--- config.mk ---
export PLATFORM = sky130hd
export DESIGN_NAME = gplc_pin_config
export DESIGN_NICKNAME = d
export VERILOG_FILES = /design/src/gplc_pkg.sv /design/src/gplc_level_qual.sv /design/src/gplc_pin_config.sv
export SDC_FILE = /design/constraint.sdc
export NUM_CORES = 1
export LEC_CHECK = 0
export BUFFER_PORTS_ARGS = -buffer_cell sky130_fd_sc_hd__buf_2
export CAP_MARGIN = 20
export CORE_ASPECT_RATIO = 0.9
export CORE_MARGIN = 10
export CORE_UTILIZATION = 52
export CTS_CLUSTER_DIAMETER = 200
export CTS_CLUSTER_SIZE = 12
export DETAILED_ROUTE_END_ITERATION = 10
export PLACE_DENSITY = 0.85
export SETUP_SLACK_MARGIN = 0.02
export SLEW_MARGIN = 10
export SYNTH_ARGS = -nofsm -noshare
export SYNTH_HDL_FRONTEND = slang
export SYNTH_SLANG_ARGS = --single-unit
--- constraint.sdc ---
create_clock -name clk -period 2.57 [get_ports clk]
set_input_delay 0 -clock clk [delete_from_list [all_inputs] [get_ports clk]]
set_output_delay 0 -clock clk [all_outputs]
set_load 0.05 [all_outputs]
--- src/gplc_pkg.sv ---
package gplc_pkg;

	// ----------------------------------------
	// Register map
	// ----------------------------------------
	localparam int ADDR_W = 8;
	localparam logic [ADDR_W-1:0] CFG_OFS = 8'h88;
	localparam logic [ADDR_W-1:0] IRQ_STS_OFS = 8'h40;
	localparam logic [ADDR_W-1:0] IRQ_CLR_OFS = 8'h44;
	localparam logic [ADDR_W-1:0] IRQ_EN_OFS = 8'h48;

	// ----------------------------------------
	// Configuration fields
	// ----------------------------------------
	localparam int NPIN = 3;
	localparam int LED_LSB = 28;
	localparam int POL_LSB = 24;
	localparam int EESEL_LSB = 20;
	localparam int BUF_LSB = 16;
	localparam int DIR_LSB = 8;
	localparam int AUX_LSB = 3;
	localparam int VAL_LSB = 0;
	localparam int EESEL_W = 3;
	localparam int AUX_W = 2;
	localparam logic [31:0] CFG_RW_MASK = 32'h7777_071f;
	localparam logic [31:0] CFG_RESET = 32'h0000_0000;
	localparam logic [NPIN-1:0] IRQ_RESET = 3'h0;

	// ----------------------------------------
	// Shared pin function select
	// ----------------------------------------
	typedef enum logic [EESEL_W-1:0] {
		EE_SERIAL = 3'b000,
		EE_AUX_BOTH = 3'b001,
		EE_RSV_A = 3'b010,
		EE_AUX_RXDV = 3'b011,
		EE_RSV_B = 3'b100,
		EE_TXEN_AUX = 3'b101,
		EE_TXEN_RXDV = 3'b110,
		EE_CLOCKS = 3'b111
	} gplc_ee_sel_t;

	// ----------------------------------------
	// Bus handshake states
	// ----------------------------------------
	typedef enum logic [0:0] {
		BUS_IDLE = 1'b0,
		BUS_ACK = 1'b1
	} gplc_bus_state_t;

	// ----------------------------------------
	// Timing
	// ----------------------------------------
	localparam int CLK_PERIOD_NS = 25;
	localparam int IGNORE_NS = 40;
	// Activity up to this long may be ignored, so the count rounds down
	localparam int QUAL_CYCLES = (IGNORE_NS / CLK_PERIOD_NS) < 1 ? 1 : (IGNORE_NS / CLK_PERIOD_NS);
	localparam int QUAL_W = 2;

	// ----------------------------------------
	// Carriers
	// ----------------------------------------
	typedef struct packed {
		logic read;
		logic write;
		logic [ADDR_W-1:0] address;
		logic [3:0] byteenable;
		logic [31:0] writedata;
	} gplc_avl_req_t;

	typedef struct packed {
		logic o;
		logic oe_n;
	} gplc_pin_drv_t;

endpackage

--- src/gplc_level_qual.sv ---
`timescale 1ns/1ps
`default_nettype none

module gplc_level_qual (
	input wire logic clk,
	input wire logic arst_n,
	input wire logic [gplc_pkg::NPIN-1:0] level_in,
	input wire logic [gplc_pkg::NPIN-1:0] polarity,
	output logic [gplc_pkg::NPIN-1:0] qualified
);

	// ----------------------------------------
	// Per-pin run counters
	// ----------------------------------------
	logic [gplc_pkg::QUAL_W-1:0] run [gplc_pkg::NPIN];
	localparam logic [gplc_pkg::QUAL_W-1:0] RUN_MAX = gplc_pkg::QUAL_W'(gplc_pkg::QUAL_CYCLES);

	always_ff @(posedge clk or negedge arst_n) begin
		if (!arst_n) begin
			for (int i = 0; i < gplc_pkg::NPIN; i++) begin
				run[i] <= '0;
			end
		end else begin
			for (int i = 0; i < gplc_pkg::NPIN; i++) begin
				// Glitches shorter than the window restart the count [RQ4]
				if (level_in[i] != polarity[i]) begin
					run[i] <= '0;
				end else if (run[i] != RUN_MAX) begin
					run[i] <= run[i] + 1'b1;
				end
			end
		end
	end

	always_comb begin
		for (int i = 0; i < gplc_pkg::NPIN; i++) begin
			qualified[i] = (run[i] == RUN_MAX); // [RQ2] [RQ4]
		end
	end

endmodule

`default_nettype wire

--- src/gplc_pin_config.sv ---
// Notes on behaviour
// [RQ1] Each LED bit puts its pin on the LED signal; low bit is pin 0.
// [RQ2] Polarity bit one: high level sets status; zero: low level sets it.
// [RQ3] Pin interrupt reaches host only when its enable bit is set too.
// [RQ4] Levels held over forty nanoseconds are surely seen; shorter may be dropped.
// [RQ5] Three-bit select picks serial, aux outputs, or debug signals on shared pins.
// [RQ6] Software keeps select steady during serial transfers and avoids reserved codes.
// [RQ7] Buffer bit one gives push-pull drive, zero gives open-drain.
// [RQ8] Direction bit one makes pin an output, zero an input.
// [RQ9] Two aux data bits drive the shared pins when selected there.
// [RQ10] Data bits drive output pins; reads return sampled pin levels.
// [RQ11] All configuration fields reset to zero.
// [RQ12] In LED mode direction, buffer type and data bits do not matter.
`timescale 1ns/1ps
`default_nettype none

module gplc_pin_config (
	input wire logic clk,
	input wire logic arst_n,
	input wire logic [gplc_pkg::ADDR_W-1:0] avl_address,
	input wire logic avl_read,
	input wire logic avl_write,
	input wire logic [3:0] avl_byteenable,
	input wire logic [31:0] avl_writedata,
	output logic [31:0] avl_readdata,
	output logic avl_waitrequest,
	output logic irq,
	input wire logic [gplc_pkg::NPIN-1:0] gpio_in,
	output logic [gplc_pkg::NPIN-1:0] gpio_out,
	output logic [gplc_pkg::NPIN-1:0] gpio_oe_n,
	input wire logic [gplc_pkg::NPIN-1:0] led_state,
	input wire logic eeprom_serial_data_in,
	output logic eeprom_serial_data_out,
	output logic eeprom_serial_data_oe_n,
	output logic eeprom_serial_clock_out,
	output logic eeprom_serial_clock_oe_n,
	output logic eectl_data_in,
	input wire logic eectl_data_out,
	input wire logic eectl_data_oe_n,
	input wire logic eectl_clock,
	input wire logic mii_tx_en,
	input wire logic mii_rx_dv,
	input wire logic mii_tx_clk,
	input wire logic mii_rx_clk
);

	// ----------------------------------------
	// Helpers
	// ----------------------------------------
	function automatic logic [31:0] lane_mask(input logic [3:0] be);
		logic [31:0] m;
		m = '0;
		for (int b = 0; b < 4; b++) begin
			m[b*8 +: 8] = {8{be[b]}};
		end
		return m;
	endfunction

	function automatic gplc_pkg::gplc_pin_drv_t pin_drive(
		input logic led_on,
		input logic led_val,
		input logic dir_out,
		input logic push_pull,
		input logic val
	);
		gplc_pkg::gplc_pin_drv_t d;
		d.o = 1'b0;
		d.oe_n = 1'b1;
		if (led_on) begin
			// LED owns the pin regardless of the other fields [RQ1] [RQ12]
			d.o = led_val;
			d.oe_n = 1'b0;
		end else if (dir_out) begin // [RQ8]
			if (push_pull) begin // [RQ7]
				d.o = val;
				d.oe_n = 1'b0;
			end else begin
				// Open-drain only pulls low; a one releases the pin [RQ7]
				d.o = 1'b0;
				d.oe_n = val;
			end
		end
		return d;
	endfunction

	// ----------------------------------------
	// Bus request
	// ----------------------------------------
	gplc_pkg::gplc_avl_req_t req;
	gplc_pkg::gplc_bus_state_t state;
	gplc_pkg::gplc_bus_state_t next_state;
	logic active;
	logic commit_wr;
	logic [31:0] wmask;

	always_comb begin
		req.read = avl_read;
		req.write = avl_write;
		req.address = avl_address;
		req.byteenable = avl_byteenable;
		req.writedata = avl_writedata;
	end

	assign active = req.read | req.write;
	assign wmask = lane_mask(req.byteenable);
	// One wait cycle, then the request completes at the following edge
	assign avl_waitrequest = active && (state != gplc_pkg::BUS_ACK);
	// Writes land on the edge that ends the BUS_ACK cycle, one edge after the wait cycle ends
	assign commit_wr = req.write && (state == gplc_pkg::BUS_ACK);

	always_comb begin
		next_state = state;
		case (state)
			gplc_pkg::BUS_IDLE: begin
				if (active) begin
					next_state = gplc_pkg::BUS_ACK;
				end
			end
			gplc_pkg::BUS_ACK: begin
				next_state = gplc_pkg::BUS_IDLE;
			end
			default: begin
				next_state = gplc_pkg::BUS_IDLE;
			end
		endcase
	end

	always_ff @(posedge clk or negedge arst_n) begin
		if (!arst_n) begin
			state <= gplc_pkg::BUS_IDLE;
		end else begin
			state <= next_state;
		end
	end

	// ----------------------------------------
	// Configuration register
	// ----------------------------------------
	logic [31:0] cfg;
	logic [gplc_pkg::NPIN-1:0] led_select;
	logic [gplc_pkg::NPIN-1:0] pin_irq_polarity;
	logic [gplc_pkg::NPIN-1:0] pin_buffer_type;
	logic [gplc_pkg::NPIN-1:0] pin_direction;
	logic [gplc_pkg::NPIN-1:0] pin_value;
	logic [gplc_pkg::AUX_W-1:0] aux_output_value;
	gplc_pkg::gplc_ee_sel_t eeprom_pin_select;

	always_ff @(posedge clk or negedge arst_n) begin
		if (!arst_n) begin
			cfg <= gplc_pkg::CFG_RESET; // [RQ11]
		end else if (commit_wr && req.address == gplc_pkg::CFG_OFS) begin
			// Select changes mid-transfer are the software's to avoid [RQ6]
			cfg <= (cfg & ~(wmask & gplc_pkg::CFG_RW_MASK)) | (req.writedata & wmask & gplc_pkg::CFG_RW_MASK);
		end
	end

	assign led_select = cfg[gplc_pkg::LED_LSB +: gplc_pkg::NPIN];
	assign pin_irq_polarity = cfg[gplc_pkg::POL_LSB +: gplc_pkg::NPIN];
	assign eeprom_pin_select = gplc_pkg::gplc_ee_sel_t'(cfg[gplc_pkg::EESEL_LSB +: gplc_pkg::EESEL_W]);
	assign pin_buffer_type = cfg[gplc_pkg::BUF_LSB +: gplc_pkg::NPIN];
	assign pin_direction = cfg[gplc_pkg::DIR_LSB +: gplc_pkg::NPIN];
	assign aux_output_value = cfg[gplc_pkg::AUX_LSB +: gplc_pkg::AUX_W];
	assign pin_value = cfg[gplc_pkg::VAL_LSB +: gplc_pkg::NPIN];

	// ----------------------------------------
	// Pin sampling and qualification
	// ----------------------------------------
	// Single stage only: pins are taken as synchronous to clk
	logic [gplc_pkg::NPIN-1:0] pin_sample;
	logic [gplc_pkg::NPIN-1:0] pin_qual;

	always_ff @(posedge clk or negedge arst_n) begin
		if (!arst_n) begin
			pin_sample <= '0;
		end else begin
			pin_sample <= gpio_in; // [RQ10]
		end
	end

	// Levels shorter than the qualify window may be dropped [RQ4]
	gplc_level_qual u_qual (
		.clk(clk),
		.arst_n(arst_n),
		.level_in(pin_sample),
		.polarity(pin_irq_polarity),
		.qualified(pin_qual)
	);

	// ----------------------------------------
	// Interrupt status, enable and clear
	// ----------------------------------------
	logic [gplc_pkg::NPIN-1:0] irq_status_reg;
	logic [gplc_pkg::NPIN-1:0] pin_irq_enable;
	logic [gplc_pkg::NPIN-1:0] irq_clear;
	logic [gplc_pkg::NPIN-1:0] irq_cause;

	assign irq_clear = (commit_wr && req.address == gplc_pkg::IRQ_CLR_OFS) ?
		(req.writedata[gplc_pkg::NPIN-1:0] & wmask[gplc_pkg::NPIN-1:0]) : '0;
	// An LED pin is not a general input, so it raises nothing
	assign irq_cause = pin_qual & ~led_select; // [RQ2]

	always_ff @(posedge clk or negedge arst_n) begin
		if (!arst_n) begin
			irq_status_reg <= gplc_pkg::IRQ_RESET;
		end else begin
			// A cause present in the clear cycle keeps the bit set
			irq_status_reg <= (irq_status_reg & ~irq_clear) | irq_cause; // [RQ2]
		end
	end

	always_ff @(posedge clk or negedge arst_n) begin
		if (!arst_n) begin
			pin_irq_enable <= gplc_pkg::IRQ_RESET;
		end else if (commit_wr && req.address == gplc_pkg::IRQ_EN_OFS) begin
			pin_irq_enable <= (pin_irq_enable & ~wmask[gplc_pkg::NPIN-1:0]) |
				(req.writedata[gplc_pkg::NPIN-1:0] & wmask[gplc_pkg::NPIN-1:0]);
		end
	end

	// Level output: stays high until software clears or masks the bit
	assign irq = |(irq_status_reg & pin_irq_enable); // [RQ3]

	// ----------------------------------------
	// Read data
	// ----------------------------------------
	logic [31:0] rd_word;

	always_comb begin
		rd_word = '0;
		case (req.address)
			gplc_pkg::CFG_OFS: begin
				rd_word = cfg & gplc_pkg::CFG_RW_MASK;
				// Data bits read back the pin, not the written value
				rd_word[gplc_pkg::VAL_LSB +: gplc_pkg::NPIN] = pin_sample; // [RQ10]
			end
			gplc_pkg::IRQ_STS_OFS: begin
				rd_word[gplc_pkg::NPIN-1:0] = irq_status_reg;
			end
			gplc_pkg::IRQ_CLR_OFS: begin
				// Clear register is write-only
				rd_word = '0;
			end
			gplc_pkg::IRQ_EN_OFS: begin
				rd_word[gplc_pkg::NPIN-1:0] = pin_irq_enable;
			end
			default: begin
				rd_word = '0;
			end
		endcase
	end

	always_ff @(posedge clk or negedge arst_n) begin
		if (!arst_n) begin
			avl_readdata <= '0;
		end else if (req.read && state == gplc_pkg::BUS_IDLE) begin
			avl_readdata <= rd_word;
		end
	end

	// ----------------------------------------
	// General pins
	// ----------------------------------------
	gplc_pkg::gplc_pin_drv_t gp_drv [gplc_pkg::NPIN];

	always_comb begin
		for (int i = 0; i < gplc_pkg::NPIN; i++) begin
			gp_drv[i] = pin_drive(led_select[i], led_state[i], pin_direction[i],
				pin_buffer_type[i], pin_value[i]); // [RQ1] [RQ10] [RQ12]
			gpio_out[i] = gp_drv[i].o;
			gpio_oe_n[i] = gp_drv[i].oe_n;
		end
	end

	// ----------------------------------------
	// Shared serial pins
	// ----------------------------------------
	gplc_pkg::gplc_pin_drv_t data_drv;
	gplc_pkg::gplc_pin_drv_t clock_drv;
	logic serial_mode;

	assign serial_mode = (eeprom_pin_select == gplc_pkg::EE_SERIAL);
	// Controller sees a released line when the pin is taken elsewhere
	assign eectl_data_in = serial_mode ? eeprom_serial_data_in : 1'b1;

	always_comb begin
		data_drv.o = 1'b0;
		data_drv.oe_n = 1'b1;
		clock_drv.o = 1'b0;
		clock_drv.oe_n = 1'b1;
		case (eeprom_pin_select) // [RQ5]
			gplc_pkg::EE_SERIAL: begin
				data_drv.o = eectl_data_out;
				data_drv.oe_n = eectl_data_oe_n;
				clock_drv.o = eectl_clock;
				clock_drv.oe_n = 1'b0;
			end
			gplc_pkg::EE_AUX_BOTH: begin
				data_drv.o = aux_output_value[0]; // [RQ9]
				data_drv.oe_n = 1'b0;
				clock_drv.o = aux_output_value[1]; // [RQ9]
				clock_drv.oe_n = 1'b0;
			end
			gplc_pkg::EE_AUX_RXDV: begin
				data_drv.o = aux_output_value[0]; // [RQ9]
				data_drv.oe_n = 1'b0;
				clock_drv.o = mii_rx_dv;
				clock_drv.oe_n = 1'b0;
			end
			gplc_pkg::EE_TXEN_AUX: begin
				data_drv.o = mii_tx_en;
				data_drv.oe_n = 1'b0;
				clock_drv.o = aux_output_value[1]; // [RQ9]
				clock_drv.oe_n = 1'b0;
			end
			gplc_pkg::EE_TXEN_RXDV: begin
				data_drv.o = mii_tx_en;
				data_drv.oe_n = 1'b0;
				clock_drv.o = mii_rx_dv;
				clock_drv.oe_n = 1'b0;
			end
			gplc_pkg::EE_CLOCKS: begin
				// Debug clocks pass straight through; no retiming on this path
				data_drv.o = mii_tx_clk;
				data_drv.oe_n = 1'b0;
				clock_drv.o = mii_rx_clk;
				clock_drv.oe_n = 1'b0;
			end
			default: begin
				// Reserved codes leave both pins released [RQ6]
				data_drv.oe_n = 1'b1;
				clock_drv.oe_n = 1'b1;
			end
		endcase
	end

	assign eeprom_serial_data_out = data_drv.o;
	assign eeprom_serial_data_oe_n = data_drv.oe_n;
	assign eeprom_serial_clock_out = clock_drv.o;
	assign eeprom_serial_clock_oe_n = clock_drv.oe_n;

endmodule

`default_nettype wire

==> impl_metrics.yaml, run 1 <==
outcome:
  status: "finished clean"
setup_path:
  timing.rr.start: "state"
  cp_slowest_cell: "dfrtp_1"
  crit_top_cell: "a21oi_1"
  criticalPathCategory: "reg -> out"
  path_cells: "mux2_2 -> a21oi_1 -> a21oi_1 -> buf_2"
  cp.arrival_ns: 1.68
  r2r_cells: 4
  endpoint_kind: "primary output"
  crit_path_max_fanout: 11
  max_stage_delay_ns: 0.55
  critPathRequiredTime_ns: 2.57
  cp-start-kind: "flip-flop"
detailed_routing:
  post_drt_via_cell_ratio: 5.313
  wl_per_cell_um: 17.76
  drc_errors: 0
  via_count: 2104
  wl_um: 7033
  ant_nets: 0
  dr.pass1.iters: 4
  drtIter0Drc: 132
layout:
  drive_gt1_share_pct: 37.16
  nets: 395
  diodes: 0
  final_common_cell: "buf_2"
  syn2layout_area_growth_pct: 27.34
  mostFrequentLayoutCells: "buf_2 (82), dfrtp_1 (56), dlygate4sd3_1 (26), a22o_1 (23), mux2_4 (17)"
  post-route-util_pct: 69.87
  fin_area_mm2: 0.003462
  fill_cells: 374
  instances_no_fill: 396
place:
  port_buffers: 82
  place_area_mm2: 0.003113
  gp_congestion: 0.8070
  dp_cells: 362
  hpwl_um: 5240
  pre_cts_slack_ns: 0.8863
yosys:
  ys_ff_latch: 56
  ys_async_sr_fraction_pct: 100.0
  synth_edf_count: 0
  avgSynthCellArea_um2: 12.25
  syn_area_mm2: 0.002719
  ys.flop_type: "dfrtp_1"
  synth_top_area_share_pct: 51.54
  synth_cell_types: 35
  ys_top_cells_by_area: "dfrtp_1 (52%), mux2_4 (9.4%), a22o_1 (7.4%)"
  yosys_warnings: 0
  ys_seq_area_share_pct: 51.54
  netlist_instances: 222
  yosysTopAreaCell: "dfrtp_1"
sta:
  setup_tns_ns: 0
  slew_headroom_pct: 49.36
  finalCriticalPeriod_ns: 1.682
  finalSetupViolCount: 0
  rsz0062_at_grt: "no"
  skew_ns: 0.009921
  hold_viol: 0
  period_share_pct: 65.46
  setup_slack_ns: 0.8878
  hold-worst-slack_ns: 0.09617
  fmax_mhz: 594.4
  worst_slew_pin_slew_ns: 0.7589
  drv_slew: 0
pwr:
  finalPower_mw: 1.871
  p_leak_nw: 1.777
  cellPowerDensity_mw_per_mm2: 540.3
  ir_drop_uv: 327.5
cts:
  cts_tree: "yes"
  clock-sinks: 56
  cts_root_buffer: "clkbuf_8"
  clockBufferDepth: 2
  cts_inserted_buffers: 5
  post-cts-setup-buffers: 0
  htree_levels: 2
  cts.clk_slew.worst_paths_ns: 0.10
  clk_latency_ns: 0.32
job:
  drv_cap: 0
floorplan:
  dieWidth_um: 96.22
  dieHeight_um: 88.60
  start_util_pct: 54.87
  dieArea_mm2: 0.008525
  core_area_mm2: 0.004955
  rows: 24
  ios: 107
grt:
  grt_start_max_net_pins: 28
  use_met3_pct: 5.080
  overflow: 0
  busiest_layer: "met2"
  met2_usage_pct: 27.31
  use_met1_pct: 21.81
  antenna_found_initial: 0
  grt_pass1_vias: 2230
  grt_pass1_wl_um: 11290
  grt_use_total_pct: 17.24
hold_path:
  worst_hold_path_type: "in -> reg"
  min_from: "avl_address[0]"
  min_path_cells: 4
-- synthesized netlist by cell type (3+ instances only) --
| library cell | n |
|---|---|
| dfrtp_1 | 56 |
| a22o_1 | 23 |
| mux2_4 | 17 |
| nand2_1 | 14 |
| nor2_1 | 14 |
| buf_4 | 12 |
| a21oi_1 | 8 |
| inv_1 | 8 |
| mux2_2 | 7 |
| o21ai_0 | 7 |
| xor2_1 | 7 |
| clkbuf_1 | 5 |
| nand2b_1 | 5 |
| nand3_1 | 4 |
| a22oi_1 | 3 |
| ha_1 | 3 |
| nor4b_4 | 3 |
-- worst max-delay path: cells and delay by family, from the launching register on --
kind                   cells  cell delay, ns
flip-flops                 1            0.55
multiplexers               1            0.38
AO/OA/AOI/OAI              2            0.20
buffers and inverters      1            0.23
-- final timing paths --
path / endpoint / slack, ns
min: avl_readdata[0] / 0.1
max in group asynchronous: asynchronous set/reset pin / 1.68
max: eeprom_serial_clock_out / 0.89
min in group asynchronous: avl_readdata[30] / 0.24
max reg2reg: avl_readdata[28] / 0.90
min reg2reg: state / 0.46
-- layout make-up --
| class | instances | area [um2] | area share, % |
|---|---|---|---|
| Sequential cell | 56 | 1401 | 40.48 |
| Timing Repair Buffer | 111 | 693.2 | 20.02 |
| Tap cell | 65 | 81.33 | 2.349 |
| Multi-Input combinational cell | 148 | 1167 | 33.72 |
| Inverter | 8 | 30.03 | 0.8674 |
| Clock inverter | 2 | 16.27 | 0.4698 |
| Clock buffer | 6 | 72.57 | 2.096 |
-- power breakdown --
part           total (mW)  internal (mW)  switching, mW  leakage [nW]
Sequential          0.980          0.937         0.0422         0.751
Combinational       0.410          0.165          0.244         0.984
Clock               0.481          0.194          0.287        0.0414
Total                1.87           1.30          0.573          1.78
-- metal layers --
layer / vias to the layer above / wire length, um
met2: 88 / 3325
met1: 1025 / 2892
met5: - / 0
met3: 7 / 694
li1: 984 / -
met4: 0 / 121
-- repair_timing --
| action | in CTS | in global routing |
|---|---|---|
| endpoints found under the hold margin | 54 | 0 |
| hold buffers | 26 | 0 |
| gates resized for setup | 0 | 0 |
-- cell families (layout without fill, tap and decap cells) --
group / Yosys count / in the layout / synth area share [%]
flip-flops: 56 / 56 / 51.54
AND/OR/NAND/NOR: 55 / 55 / 12.47
AO/OA/AOI/OAI: 46 / 46 / 12.56
buffers and inverters: 29 / 127 / 7.041
multiplexers: 24 / 24 / 12.29
XOR/XNOR: 8 / 8 / 2.577
adder cells (fa/ha/maj): 3 / 3 / 1.381
other: 1 / 12 / 0.1379
Power figures use the tool's default switching activity.
==> run 2: changes to the inputs <==
--- a/config.mk
+++ b/config.mk
@@ -9,11 +9,11 @@
 export CAP_MARGIN = 20
 export CORE_ASPECT_RATIO = 0.9
 export CORE_MARGIN = 10
-export CORE_UTILIZATION = 52
+export CORE_UTILIZATION = 48
 export CTS_CLUSTER_DIAMETER = 200
 export CTS_CLUSTER_SIZE = 12
 export DETAILED_ROUTE_END_ITERATION = 10
-export PLACE_DENSITY = 0.85
+export PLACE_DENSITY = 0.79
 export SETUP_SLACK_MARGIN = 0.02
 export SLEW_MARGIN = 10
 export SYNTH_ARGS = -nofsm -noshare
==> constraint.sdc (replaced) <==
create_clock -name clk -period 1.6 [get_ports clk]
set_input_delay 0 -clock clk [delete_from_list [all_inputs] [get_ports clk]]
set_output_delay 0 -clock clk [all_outputs]
set_load 0.05 [all_outputs]
==> run 2 against run 1 <==
  * Global-route usage shrank 1.8 points
  * Total power grew 71%
  * Hold slack gained 0.056 ns
  * Largest cell class unchanged
  * Final area grew 3.5%
  * Critical path depth grew 1
==> impl_metrics.yaml, run 2 (synthesis gave the netlist of run 1 again) <==
pwr:
  power_switching_mw: 0.9106
  ir_drop_uv: 562.0
  power_frac_seq_pct: 49.1
  p_comb_share_pct: 21.0
  p_leak_nw: 1.839
  swShare_pct: 28.40
  clkPwrFrac_pct: 29.9
  p_int_mw: 2.296
  cellPowerDensity_mw_per_mm2: 894.4
  finalPower_mw: 3.206
cts:
  clk_latency_ns: 0.31
  htree_levels: 2
  cts_root_buffer: "clkbuf_8"
  cts.clk_slew.worst_paths_ns: 0.10
  clock-sinks: 56
  cts_tree: "yes"
  cts_inserted_buffers: 5
  clockBufferDepth: 2
  post-cts-setup-buffers: 0
setup_path:
  critPathRequiredTime_ns: 1.60
  cp-start-kind: "flip-flop"
  crit_path_max_fanout: 10
  cp.arrival_ns: 1.51
  criticalPathCategory: "reg -> out"
  endpoint_kind: "primary output"
  cp_slowest_cell: "dfrtp_1"
  crit_family: "flip-flops"
  timing.rr.start: "state"
  max_stage_delay_ns: 0.40
  path_cells: "buf_4 -> xor2_1 -> a32oi_1 -> nand2_1 -> buf_2"
  worst-path-buf-inv: 2
detailed_routing:
  via_count: 2111
  post_drt_via_cell_ratio: 5.212
  ant_nets: 0
  highest_layer: "met4"
  wl_met3_um: 662
  drc_errors: 0
  wl_met2_um: 3218
  wl_um: 6976
  dr.pass1.iters: 6
  wl_per_cell_um: 17.22
  drtIter0Drc: 112
  wl_met1_um: 3045
hold_path:
  worst_hold_path_type: "in -> reg"
  min_from: "avl_address[1]"
grt:
  grt_use_total_pct: 15.41
  overflow: 0
  grt_pass1_vias: 2302
  grt_pass1_wl_um: 11700
  grt_start_max_net_pins: 26
  antenna_found_initial: 0
floorplan:
  dieWidth_um: 99.33
  dieHeight_um: 91.40
  dieArea_mm2: 0.009079
  rows: 25
  core_area_mm2: 0.005380
  ios: 107
  start_util_pct: 50.53
sta:
  hold_viol: 0
  fmax_mhz: 664.2
  period_share_pct: 94.10
  skew_ns: 0.008084
  drv_slew: 0
  slew_headroom_pct: 65.61
  setup_slack_ns: 0.09439
  rsz0062_at_grt: "yes"
  finalSetupViolCount: 0
  worst_slew_pin_slew_ns: 0.5159
  finalCriticalPeriod_ns: 1.506
place:
  pre_cts_slack_ns: 0.1414
  hpwl_um: 5384
  port_buffers: 82
  gp_congestion: 0.8307
  dp_cells: 371
layout:
  register_area_mm2: 0.001404
  final_common_cell: "buf_2"
  mostFrequentLayoutCells: "buf_2 (82), dfrtp_1 (54), dlygate4sd3_1 (26), a22o_1 (23), mux2_4 (17)"
  instances_no_fill: 405
  nets: 402
  multi_input_area_mm2: 0.001187
  drive_gt1_share_pct: 40.53
  fill_cells: 408
  syn2layout_area_growth_pct: 31.85
  diodes: 0
job:
  drv_cap: 0
outcome:
  status: "finished clean"
[run 2: power groups by stage]
stage,Combinational [mW],Clock (mW),Sequential [mW]
2_1_floorplan,0.450,0,1.58
3_3_place_gp,0.582,0,1.59
3_5_place_dp,0.622,0,1.60
4_1_cts,0.677,0.974,1.57
5_1_grt,0.762,1.04,1.58
6_report,0.674,0.959,1.57
[run 2: cell type report]
cell class | count | share of cell area (%)
Sequential cell | 56 | 39.16
Tap cell | 67 | 2.339
Inverter | 8 | 0.8377
Clock buffer | 6 | 2.304
Multi-Input combinational cell | 148 | 33.12
Clock inverter | 2 | 1.082
Timing Repair Buffer | 118 | 21.15
[run 2: final timing paths]
path                                         endpoint  slack, ns  depth (start not counted)
max in group asynchronous  asynchronous set/reset pin       0.85                          3
setup / recovery               eeprom_serial_data_out       0.09                          5
setup reg to reg                            flip-flop       0.17                          3
min in group asynchronous               pin_sample[1]       0.19                          2
hold / removal                        avl_readdata[2]       0.15                          4
hold reg to reg                       avl_readdata[1]       0.49                          2
[run 2: timing repair]
action                                  4_1_cts  5_1_grt
hold buffers                                 26        0
hold endpoints to repair                     46        0
cloned                                        0        0
gates resized for setup                       1        3
endpoints found under the setup margin        1        2
[run 2: metrics by stage]
stage                     hold slack (ns)  instance area [um2]  setup TNS (ns)  util, %
after floorplan                   -0.2956                 2769               0        -
after global placement          -0.004997                 3189               0    59.28
after detailed placement        0.0006415                 3189               0    59.28
after CTS                          0.1375                 3572               0    66.40
after global routing               0.1745                 3585        -0.01567    66.63
final                              0.1525                 3585               0    66.63
[run 2: routing by layer]
layer  track usage (%)  vias up
met3             5.985        5
li1                  -      997
met2             24.57       87
met5                 0        -
met1             19.14     1022
met4             3.580        0
[run 2: worst min-delay path, stage by stage]
cell and delay, ns:
buf_2 0.13, nor4_1 0.07, nand2_1 0.12, o21ai_0 0.09
==> run 3: changes to the inputs <==
--- a/config.mk
+++ b/config.mk
@@ -14,7 +14,7 @@
 export CTS_CLUSTER_SIZE = 12
 export DETAILED_ROUTE_END_ITERATION = 10
 export PLACE_DENSITY = 0.79
-export SETUP_SLACK_MARGIN = 0.02
+export SETUP_SLACK_MARGIN = 0.2
 export SLEW_MARGIN = 10
 export SYNTH_ARGS = -nofsm -noshare
 export SYNTH_HDL_FRONTEND = slang
==> run 3 against run 2 <==
  * Count of clock-buffer cells in the layout shrank 1
  * Utilization up 1.7 points
  * Largest cell class unchanged
  * Register-to-register slack gained 0.15 ns
  * Critical path type unchanged
  * Global-route usage about the same
  * Sequential power hardly changed
  * Largest power group unchanged
==> impl_metrics.yaml, run 3 (synthesis gave the netlist of run 1 again) <==
grt:
  grt_pass1_wl_um: 11580
  grt_pass1_vias: 2289
  grt_use_total_pct: 15.41
  overflow: 0
  antenna_found_initial: 0
  grt_start_max_net_pins: 52
setup_path:
  cp_slowest_cell: "a222oi_1"
  worst-path-buf-inv: 2
  crit_path_max_fanout: 3
  max_stage_delay_ns: 0.45
  endpoint_kind: "primary output"
  timing.rr.start: "state"
  crit_family: "compound AO/OA/AOI/OAI gates"
  cp-start-kind: "flip-flop"
  r2r_cells: 3
  cp.arrival_ns: 1.47
  critPathRequiredTime_ns: 1.60
  reg2reg_slack_ns: 0.32
  criticalPathCategory: "reg -> out"
  path_cells: "a222oi_1 -> inv_1 -> buf_6"
  crit_start: "irq_status_reg[2]"
pwr:
  ir_drop_uv: 507.8
  finalPower_mw: 3.192
  cellPowerDensity_mw_per_mm2: 869.0
  p_leak_nw: 1.879
floorplan:
  core_area_mm2: 0.005380
  dieWidth_um: 99.33
  ios: 107
  start_util_pct: 50.53
  rows: 25
  dieHeight_um: 91.40
  dieArea_mm2: 0.009079
cts:
  cts.clk_slew.worst_paths_ns: 0.10
  clock-sinks: 56
  cts_tree: "yes"
  cts_root_buffer: "clkbuf_8"
  clockBufferDepth: 2
  clk_latency_ns: 0.31
  htree_levels: 2
  cts_inserted_buffers: 5
place:
  place_area_mm2: 0.003174
  port_buffers: 82
  dp_cells: 369
  hpwl_um: 5090
  gp_congestion: 0.7571
  pre_cts_slack_ns: 0.1183
layout:
  final_common_cell: "buf_2"
  syn2layout_area_growth_pct: 35.11
  post-route-util_pct: 68.28
  fin_area_mm2: 0.003674
  drive_gt1_share_pct: 43.02
  mostFrequentLayoutCells: "buf_2 (77), dfrtp_1 (54), dlygate4sd3_1 (26), a22o_1 (23), mux2_4 (17)"
  instances_no_fill: 411
  nets: 408
  diodes: 0
detailed_routing:
  ant_nets: 0
  drc_errors: 0
  dr.pass1.iters: 4
  wl_per_cell_um: 17.28
  post_drt_via_cell_ratio: 5.119
  via_count: 2104
  drtIter0Drc: 83
  wl_um: 7104
job:
  drv_cap: 0
sta:
  hold-worst-slack_ns: 0.04607
  fmax_mhz: 679.8
  setup_tns_ns: 0
  finalSetupViolCount: 0
  hold_viol: 0
  drv_slew: 0
  rsz0062_at_grt: "yes"
  skew_ns: 0.003921
  setup_slack_ns: 0.1289
  period_share_pct: 91.94
  finalCriticalPeriod_ns: 1.471
outcome:
  status: "finished clean"
hold_path:
  worst_hold_path_type: "in -> async"
==> run 3: cell types whose count changed in the layout (fill, tap and decap cells not counted), moves of 3 or more <==
cell | before | now
buf_2 | 82 | 77
buf_4 | 9 | 14
buf_6 | 0 | 5
o21ai_0 | 7 | 4
o21ai_1 | 0 | 3
==> run 3: worst reg2reg max path, stage by stage (launching register included) <==
cell,delay [ns]
dfrtp_1,0.36
and2_2,0.19
and3_1,0.27
mux2_2,0.35
==> run 3: layout make-up <==
class | instances | area (um2)
Multi-Input combinational cell | 148 | 1205
Inverter | 8 | 30.03
Sequential cell | 56 | 1404
Clock buffer | 5 | 68.82
Tap cell | 67 | 83.83
Timing Repair Buffer | 124 | 834.6
Fill cell | 423 | 1707
Clock inverter | 3 | 47.55
==> run 3: what timing repair did <==
item,CTS,global route
endpoints found under the hold margin,84,0
pin swaps,4,4
hold buffers,26,0
endpoints found under the setup margin,10,19
resized for setup,14,8
buffers inserted,4,4
==> run 3: worst max-delay path by stage <==
stage / slack, ns / cells after the start / endpoint
after global routing: 0.08 / 3 / irq
after detailed placement: 0.12 / 5 / flip-flop
final: 0.13 / 3 / irq
after global placement: 0.19 / 5 / flip-flop
after floorplan: 0.17 / 3 / eeprom_serial_data_oe_n
after CTS: 0.14 / 4 / eeprom_serial_clock_out
==> run 3: metal layers <==
layer  wire [um]  up-vias  GRT usage [%]
met5           0        -              0
met4          44        0          3.580
met3         663        5          5.985
met2        3343       84          24.24
met1        3052     1004          19.45
li1            -     1011              -
==> run 3: report_power, final <==
| group | total (mW) | internal (mW) | switching, mW | leakage, nW |
|---|---|---|---|---|
| combinational | 0.682 | 0.287 | 0.395 | 1.07 |
| sequential | 1.57 | 1.51 | 0.0650 | 0.748 |
| clock | 0.940 | 0.472 | 0.468 | 0.0583 |
| total | 3.19 | 2.26 | 0.928 | 1.88 |
